## config.mk

```make
export PLATFORM = sky130hd
export DESIGN_NAME = lcd_host_port
export DESIGN_NICKNAME = d
export VERILOG_FILES = /design/src/logic/lcd_geom_pkg.sv /design/src/logic/lcd_host_port.sv
export SDC_FILE = /design/constraint.sdc
export NUM_CORES = 1
export LEC_CHECK = 0
export BUFFER_PORTS_ARGS = -buffer_cell sky130_fd_sc_hd__buf_4
export CORE_MARGIN = 3
export CORE_UTILIZATION = 45
export CTS_CLUSTER_DIAMETER = 50
export DETAILED_ROUTE_END_ITERATION = 16
export SLEW_MARGIN = 20
export SYNTH_ARGS = -nofsm -noshare
export SYNTH_HDL_FRONTEND = slang
export SYNTH_SLANG_ARGS = --single-unit
```

## constraint.sdc

```tcl
create_clock -name clk -period 31.1 [get_ports clk]
set_clock_uncertainty 0.05 [all_clocks]
set_input_delay 6.22 -clock clk [delete_from_list [all_inputs] [get_ports clk]]
set_output_delay 6.22 -clock clk [all_outputs]
set_load 0.1 [all_outputs]
```

## src/logic/lcd_geom_pkg.sv

```systemverilog
// constants and carrier types for the lcd host port with busy and geometry
// assumes one 100 MHz clock and a host port sampled synchronously
package lcd_geom_pkg;
   localparam int          CLK_MHZ       = 100;
   // instruction execution time; arbitrary value, not given for the block
   localparam int          EXEC_TIME_NS  = 1000;
   localparam int          EXEC_CYCLES   =
      (EXEC_TIME_NS * CLK_MHZ + 999) / 1000;
   // instruction codes that load a geometry setting, then IR_RESET, the undecoded code held after reset
   localparam logic [7:0]  IR_PITCH      = 8'h01;
   localparam logic [7:0]  IR_CHARS      = 8'h02;
   localparam logic [7:0]  IR_DUTY       = 8'h03;
   localparam logic [7:0]  IR_CURSOR     = 8'h04;
   localparam logic [7:0]  IR_RESET      = 8'h00;
   // field positions inside the pitch byte: vert-1 low, horiz-1 high, then the busy bit of the status byte
   localparam int          VP_LSB        = 0;
   localparam int          HP_LSB        = 4;
   localparam int          STATUS_BIT    = 7;
   // settings after reset, then the horizontal pitch clamp limits
   localparam logic [3:0]  HP_RESET      = 4'h8;
   localparam logic [4:0]  VP_RESET      = 5'h08;
   localparam logic [8:0]  HN_RESET      = 9'h014;
   localparam logic [8:0]  NX_RESET      = 9'h040;
   localparam logic [4:0]  CP_RESET      = 5'h08;
   localparam logic [3:0]  HP_MIN        = 4'h6;
   localparam logic [3:0]  HP_MAX        = 4'h8;

   typedef struct packed {
      logic       rd;     // 1 = read access
      logic       rs;     // register_select
      logic [7:0] data;   // host write data
   } host_req_t;

   typedef struct packed {
      logic [3:0]  char_pitch_horiz;
      logic [4:0]  char_pitch_vert;
      logic [8:0]  chars_per_row;
      logic [8:0]  duty_lines;
      logic [4:0]  cursor_row;
      logic [11:0] h_dots;
      logic [8:0]  text_rows;
   } geometry_t;

   typedef enum logic [1:0] {
      ST_IDLE = 2'b01,
      ST_EXEC = 2'b10
   } exec_state_t;
endpackage

```

## src/logic/lcd_host_port.sv

```systemverilog
// lcd controller parallel host port: busy status and screen geometry
// assumes host strobes are one clock wide and synchronous to clk
`timescale 1ns/10ps
module lcd_host_port
#(
   parameter int EXEC_CYC = lcd_geom_pkg::EXEC_CYCLES
)
(
   input  wire logic                   clk,
   input  wire logic                   sys_rst,
   input  wire logic                   access_stb,
   input  wire lcd_geom_pkg::host_req_t host_req,
   output logic [7:0]                  data_bus_out,
   output logic                        data_bus_oe_n,
   output logic                        busy,
   output lcd_geom_pkg::geometry_t     geometry
);
   import lcd_geom_pkg::*;

   if (EXEC_CYC < 1 || EXEC_CYC > 65535)
   begin : g_bad_exec
      $error("EXEC_CYC out of range");
   end

   exec_state_t state_q;
   exec_state_t state_d;
   logic [15:0] exec_cnt_q;
   logic [7:0]  instr_q;
   logic [7:0]  data_bus_out_q;
   logic        data_bus_oe_n_q;
   logic        busy_q;
   geometry_t   geo_q;
   geometry_t   geo_d;

   wire         wr_instr   = access_stb && !host_req.rd && host_req.rs;
   wire         wr_data    = access_stb && !host_req.rd && !host_req.rs;
   wire         rd_status  = access_stb && host_req.rd && host_req.rs;
   wire         rd_data    = access_stb && host_req.rd && !host_req.rs;
   wire         accept     = wr_data && (state_q == ST_IDLE);
   wire         exec_done  = (state_q == ST_EXEC) && (exec_cnt_q == 16'h0001);
   wire [7:0]   status_byte = {busy_q, 7'h00};

   function automatic logic [3:0] clamp_hp(input logic [2:0] raw);
      logic [3:0] v;
      v = {1'b0, raw} + 4'h1;
      if (v < HP_MIN)
         clamp_hp = HP_MIN;
      else if (v > HP_MAX)
         clamp_hp = HP_MAX;
      else
         clamp_hp = v;
   endfunction

   // every request rounds up to the next even count above it, so even requests gain two
   function automatic logic [8:0] even_hn(input logic [7:0] raw);
      even_hn = {1'b0, raw[7:1], 1'b1} + 9'h001;
   endfunction

   function automatic logic [4:0] clamp_cp(input logic [3:0] raw,
                                           input logic [4:0] vp);
      logic [4:0] v;
      v = {1'b0, raw} + 5'h01;
      clamp_cp = (v > vp) ? vp : v;
   endfunction

   always_comb
   begin
      state_d = state_q;
      unique case (state_q)
         ST_IDLE: if (accept) state_d = ST_EXEC;
         ST_EXEC: if (exec_done) state_d = ST_IDLE;
         default: state_d = ST_IDLE;
      endcase
   end

   always_comb
   begin
      geo_d = geo_q;
      if (accept)
      begin
         unique case (instr_q)
            IR_PITCH:
            begin
               geo_d.char_pitch_horiz =
                  clamp_hp(host_req.data[HP_LSB +: 3]);
               geo_d.char_pitch_vert  =
                  {1'b0, host_req.data[VP_LSB +: 4]} + 5'h01;
               geo_d.cursor_row = clamp_cp(4'(geo_q.cursor_row - 5'h01),
                  {1'b0, host_req.data[VP_LSB +: 4]} + 5'h01);
            end
            IR_CHARS:  geo_d.chars_per_row = even_hn(host_req.data);
            IR_DUTY:   geo_d.duty_lines =
                          {1'b0, host_req.data} + 9'h001;
            IR_CURSOR: geo_d.cursor_row =
                          clamp_cp(host_req.data[3:0],
                                   geo_q.char_pitch_vert);
            default: ;
         endcase
      end
      geo_d.h_dots    =
         12'(geo_d.char_pitch_horiz * geo_d.chars_per_row);
      geo_d.text_rows =
         9'(geo_d.duty_lines / geo_d.char_pitch_vert);
   end

   always_ff @(posedge clk)
   begin
      if (sys_rst)
      begin
         state_q    <= ST_IDLE;
         exec_cnt_q <= 16'h0000;
         busy_q     <= 1'b0;
      end
      else
      begin
         state_q    <= state_d;
         // busy follows execution only; instruction writes never touch it
         exec_cnt_q <= accept ? 16'(EXEC_CYC) :
                       (exec_cnt_q != 16'h0000) ? exec_cnt_q - 16'h0001 :
                       16'h0000;
         busy_q     <= (state_d == ST_EXEC);
      end
   end

   always_ff @(posedge clk)
   begin
      if (sys_rst)
         instr_q <= IR_RESET;
      else if (wr_instr)
         instr_q <= host_req.data;
   end

   always_ff @(posedge clk)
   begin
      if (sys_rst)
      begin
         data_bus_out_q  <= 8'h00;
         data_bus_oe_n_q <= 1'b1;
      end
      else
      begin
         data_bus_oe_n_q <= !(rd_status || rd_data);
         if (rd_status)
            data_bus_out_q <= status_byte;
         else if (rd_data)
            data_bus_out_q <= instr_q;
      end
   end

   always_ff @(posedge clk)
   begin
      if (sys_rst)
      begin
         geo_q.char_pitch_horiz <= HP_RESET;
         geo_q.char_pitch_vert  <= VP_RESET;
         geo_q.chars_per_row    <= HN_RESET;
         geo_q.duty_lines       <= NX_RESET;
         geo_q.cursor_row       <= CP_RESET;
         geo_q.h_dots           <= 12'(HP_RESET * HN_RESET);
         geo_q.text_rows        <= 9'(NX_RESET / VP_RESET);
      end
      else
         geo_q <= geo_d;
   end

   assign data_bus_out  = data_bus_out_q;
   assign data_bus_oe_n = data_bus_oe_n_q;
   assign busy          = busy_q;
   assign geometry      = geo_q;
endmodule

```

* Word level (Yosys, flattened, before mapping)
Index checks and enable logic that the tools add are counted.
Widths: inputs -> output; s select.
** Storage, ports and cells
- Register bits after elaboration :: 89
- Word-level logic and storage cells :: 71
** Operators by class
- Multiplexer cells :: 16
- $lt $le $gt $ge :: 4
- Div/mod/pow operators :: 1
- Add/sub/neg operators :: 7
- Equal/unequal tests :: 8
- Reductions and logical operators :: 18
- Multiply operators :: 1
- Bitwise gates (word level) :: 1
** Operators with widths (count)
- $mux 32 :: 1
- $mux 9 :: 3
- $add 8x1->9 const B :: 2
- $eq 16x1->1 const B :: 1
- $eq 8x2->1 const B :: 2
- $mux 8 :: 2
- $reduce_bool 16->1 :: 1
- $sub 16x1->16 const B :: 1
- $mux 7 :: 2
- $mul 4x9->12 :: 1
- $add 4x1->5 const B :: 2
- $gt 5x5->1 :: 2
- $mux 5 :: 2
- $pmux 5 s2 :: 1
- $div 9x5->9 :: 1
- $eq 8x1->1 const B :: 1
- $eq 8x3->1 const B :: 1
- $logic_and 1x1->1 :: 8
- $mux 4 :: 2
- $add 3x1->4 const B :: 1
- $eq 2x2->1 const B :: 2
- $gt 4x4->1 const B :: 1
- $lt 4x3->1 const B :: 1
- $mux 2 :: 2
- 10 further kinds :: 13

* Longest topological paths before layout
- Word-level depth :: 7
- Gate-level depth with buffers :: 72

* Worst setup path after synthesis
Ideal clock, no wire load.
- Kind :: input -> register
- Start :: input port host_req[8] in the netlist's numbering
- End :: register geo_q (netlist bit geometry[0])
- Required time :: 30.931 ns
- Stages on the path :: 67
- Setup slack :: 11.357 ns
- Path buffers :: 3
- Data arrival time :: 19.575 ns
- Path through :: nand4bb_1 > clkbuf_1 > nor4_1 > and2_1 > clkbuf_1 > a21oi_1 > ha_1 > o21ai_0 > nand2b_1 > a221oi_1 > o21bai_1 > ha_1 > o21a_1 > o21ai_0 > a221o_1 > buf_2 > a21bo_1 > o22a_1 > (+31 left out) > nor2b_1 > o21ai_0 > nand2_1 > a21o_1 > nand2_1 > nor2b_1 > a32o_2 > nand3_4 > mux2_4 > ha_1 > nor2b_1 > o21ai_0 > nand2b_1 > a21oi_1 > o21ai_0 > a221oi_1 > o31ai_1 > o221a_1
** Between the ends
- Longest elaborated chain between the ends :: 5
** Ends and longest elaborated chain
- start: declaration :: RTL line lcd_host_port.sv:12 : input wire lcd_geom_pkg::host_req_t host_req,
- $logic_not 1->1 :: RTL line lcd_host_port.sv:36 : wire wr_data = access_stb && !host_req.rd && !host_req.rs;
- $logic_and 1x1->1 :: RTL line lcd_host_port.sv:36
- $logic_and 1x1->1 :: RTL line lcd_host_port.sv:39 : wire accept = wr_data && (state_q == ST_IDLE);
- $mux 32 :: RTL line lcd_host_port.sv:79 : if (accept)
- $div 9x5->9 :: RTL line lcd_host_port.sv:103 : 9'(geo_d.duty_lines / geo_d.char_pitch_vert);
- end signal: assignment :: RTL line lcd_host_port.sv:163 : geo_q <= geo_d;
- end: declaration :: RTL line lcd_host_port.sv:32 : geometry_t geo_q;
No other way between the ends.
A chain may end at the register's enable or synchronous reset.

==> metrics.yaml <==
sta:
  tns_ns: 0
  slew_violations: 0
  tightest_slew_ns: 0.968
  fmax_mhz: 45.3
  rsz0062_at_grt: "false"
  setup_viol: 0
  slew_headroom: 0.353
  period_share: 0.709
  hold_viol_final: 0
  min_period_ns: 22.06
cells_and_area:
  drive_gt1_frac: 0.130
  nFillCells: 1368
  antenna_cells: 0
  fin_nets: 980
  area_delta_synth_final_pct: 15.5
yosys:
  synthFlopType: "dfxtp_1"
  synth.cell_area_sq_um: 6680
  synth-edff-count: 0
  ys_seq_area_frac: 0.267
  ys_top_cells_by_area: "dfxtp_1 27%, ha_1 13%, nor2_1 7.0%"
  synth_area_per_cell_sq_um: 8.12
  synth_warnings: 0
  synth_cell_types: 76
  syn_nets: 917
  async_reset_ff_frac: 0
  synth.ff_latch_count: 89
  synth.largest_area_cell: "dfxtp_1"
  synthCells: 823
  synth_top_area_share: 0.267
power_and_ir_drop:
  fin_total_pwr_mw: 0.382
  intPower_mw: 0.246
  irDropWorstVdd_mv: 0.0459
  swShare: 0.358
  power_leakage_nw: 3.51
  power_frac_seq: 0.344
  share_comb_of_total_power: 0.341
  p_switching_mw: 0.137
  power_density_nw_per_um2: 49.6
  p_clk_frac: 0.315
min_path:
  whs_endpoint: "geometry[25]"
  worst_hold_path.num_cells: 2
  hp-class: "reg -> reg"
  hold_start: "geometry[25]"
global_route:
  grt_max_degree: 64
  grt_pass1_vias: 5908
  track_usage: 0.225
  grt-ovfl-total: 0
  grt_pass1_wl_mm: 29.7
  antenna_found_initial: 0
setup_path:
  crit_path_top_delay_cell: "o41ai_1"
  startpoint_type: "input port"
  r2r_setup_slack_ns: 14.55
  required_ns: 31.29
  ff2ff_path_depth: 67
  arrival_ns: 22.25
  crit_type: "in -> reg"
  crit_top_cell: "ha_1"
  worst_path_largest_cell_delay_ns: 0.91
  worstPathMaxFanout: 13
  r2r-end: "geometry[0]"
  r2r-start: "state_q[1]"
  crit_path_end_kind: "register"
outcome:
  status: "finished, final reports clean"
route:
  vias: 6005
  ant_nets: 0
  drc: 0
  first_iter_violations: 312
  dr.pass1.iters: 5
  finalWirelength_mm: 18.1
  viasPerCell: 5.61
  drt-wirelength-per-cell_um: 16.9
run:
  max_cap_viol_count: 0
clock_tree:
  post_cts_buffers: 0
  tritoncts.num_buffers: 9
  cts_root_buf: "clkbuf_16"
  cts_num_sinks: 89
  cts_resized: 0
  cts_tree: "built"
  hold_buffers: 0
  cts_htree_levels: 3
  clk-insertion-delay-late_ns: 0.35
  clkTransAtPathRegs_ns: 0.07
  clockBufferDepth: 2
die:
  rows: 43
  die_w_um: 128
  die_h_um: 128
  initial_core_util: 0.470
  core_area_sq_um: 14200
  dieArea_sq_um: 16300
  ios: 76
placement:
  gp_congestion: 0.854
  portBuffers: 75
  dp_hpwl_mm: 14.3
-- critical path: cells and delay by family --
kind | cells | cell delay (ns)
adders and majority gates | 8 | 2.38
buffers and inverters | 3 | 0.52
AOI/OAI and AO/OA | 35 | 8.46
muxes | 2 | 0.64
xor gates and xnor gates | 1 | 0.23
and+or+nand+nor | 17 | 3.78
-- final cells by class --
class,count,area (sq um),share of cell area
Clock inverter,6,96.3,0.0125
Multi-Input combinational cell,655,4590,0.595
Sequential cell,89,1780,0.231
Timing Repair Buffer,79,593,0.0769
Clock buffer,10,229,0.0297
Inverter,52,195,0.0253
Tap cell,180,225,0.0292
-- synthesized netlist by cell type (all sizes together), types with 3 or more instances --
| master | n |
|---|---|
| a211o | 3 |
| a211oi | 3 |
| a21o | 9 |
| a21oi | 56 |
| a31oi | 6 |
| and2 | 3 |
| and3 | 7 |
| buf | 4 |
| clkbuf | 23 |
| dfxtp | 89 |
| fa | 14 |
| ha | 67 |
| inv | 51 |
| mux2 | 5 |
| mux2i | 18 |
| nand2 | 72 |
| nand2b | 16 |
| nand3 | 12 |
| nand3b | 3 |
| nand4 | 7 |
| nor2 | 125 |
| nor2b | 14 |
| nor3 | 25 |
| nor3b | 11 |
| nor4 | 8 |
| o211ai | 10 |
| o21a | 17 |
| o21ai | 27 |
| o21bai | 7 |
| o22ai | 5 |
| o31ai | 5 |
| o41ai | 4 |
| or2 | 4 |
| or3 | 8 |
| or4 | 3 |
| xnor2 | 36 |
| xor2 | 16 |
-- sequential cells by signal, summed over array words and instances, names as in the netlist, named ones only --
name	count
data_bus_oe_n	1
geometry	52
data_bus_out	8
busy	1
instr_q	8
state_q	2
exec_cnt_q	16
-- worst max-delay path by stage --
stage	from	to	depth (start not counted)
detailed placement	host_req[8]	geometry[0]	66
global route	host_req[8]	geometry[0]	66
floorplan	host_req[8]	geometry[0]	67
global placement	host_req[8]	geometry[0]	65
finish	host_req[8]	geometry[0]	66
CTS	host_req[8]	geometry[0]	66
-- power groups by stage --
stage               clock network (mW)  logic (mW)  registers [mW]
CTS                              0.123       0.131           0.131
finish                           0.121       0.130           0.132
floorplan                            0      0.0901           0.147
global placement                     0       0.127           0.133
global route                     0.129       0.145           0.133
detailed placement                   0       0.130           0.134
-- logic make-up after synthesis --
| group | after synthesis | synth area share |
|---|---|---|
| simple gates | 324 | 0.237 |
| compound gates | 175 | 0.178 |
| flops | 89 | 0.267 |
| fa+ha+maj | 81 | 0.167 |
| buf+inv | 79 | 0.0459 |
| xor+xnor | 52 | 0.0682 |
| mux | 23 | 0.0371 |
-- metal layers --
| metal | vias to the layer above | global-route usage | wire, um |
|---|---|---|---|
| li1 | 3005 | - | - |
| met4 | 0 | 0.0762 | 406 |
| met3 | 26 | 0.0300 | 840 |
| met1 | 2842 | 0.303 | 8390 |
| met2 | 132 | 0.371 | 8490 |
| met5 | - | 0 | 0 |
-- cell usage in the layout, fill, tap and decap left out, types with 5 or more instances in the layout --
cell	n
nor2_1	125
dfxtp_1	89
buf_4	79
nand2_1	72
ha_1	67
a21oi_1	56
inv_1	51
xnor2_1	36
o21ai_0	26
nor3_1	25
mux2i_1	18
o21a_1	17
nand2b_1	16
xor2_1	16
nor2b_1	14
fa_1	14
nand3_1	11
nor3b_1	11
o211ai_1	10
a21o_1	9
clkbuf_16	9
or3_1	8
nand4_1	7
and3_1	7
o21bai_1	7
nor4_1	6
a31oi_1	6
o31ai_1	5
o22ai_1	5
-- metrics by stage --
stage / util / std cells / cell area (sq um) / worst slack, ns / hold slack [ns]
after floorplan: - / 823 / 6680 / 11.36 / 0.393
after global placement: 0.520 / 1055 / 7390 / 9.42 / 0.398
after detailed placement: 0.520 / 1055 / 7390 / 8.86 / 0.404
after CTS: 0.543 / 1071 / 7710 / 9.19 / 0.413
after global routing: 0.543 / 1071 / 7710 / 7.76 / 0.433
final: 0.543 / 1071 / 7710 / 9.04 / 0.409
Note: power is estimated with default switching activity, not from simulation.
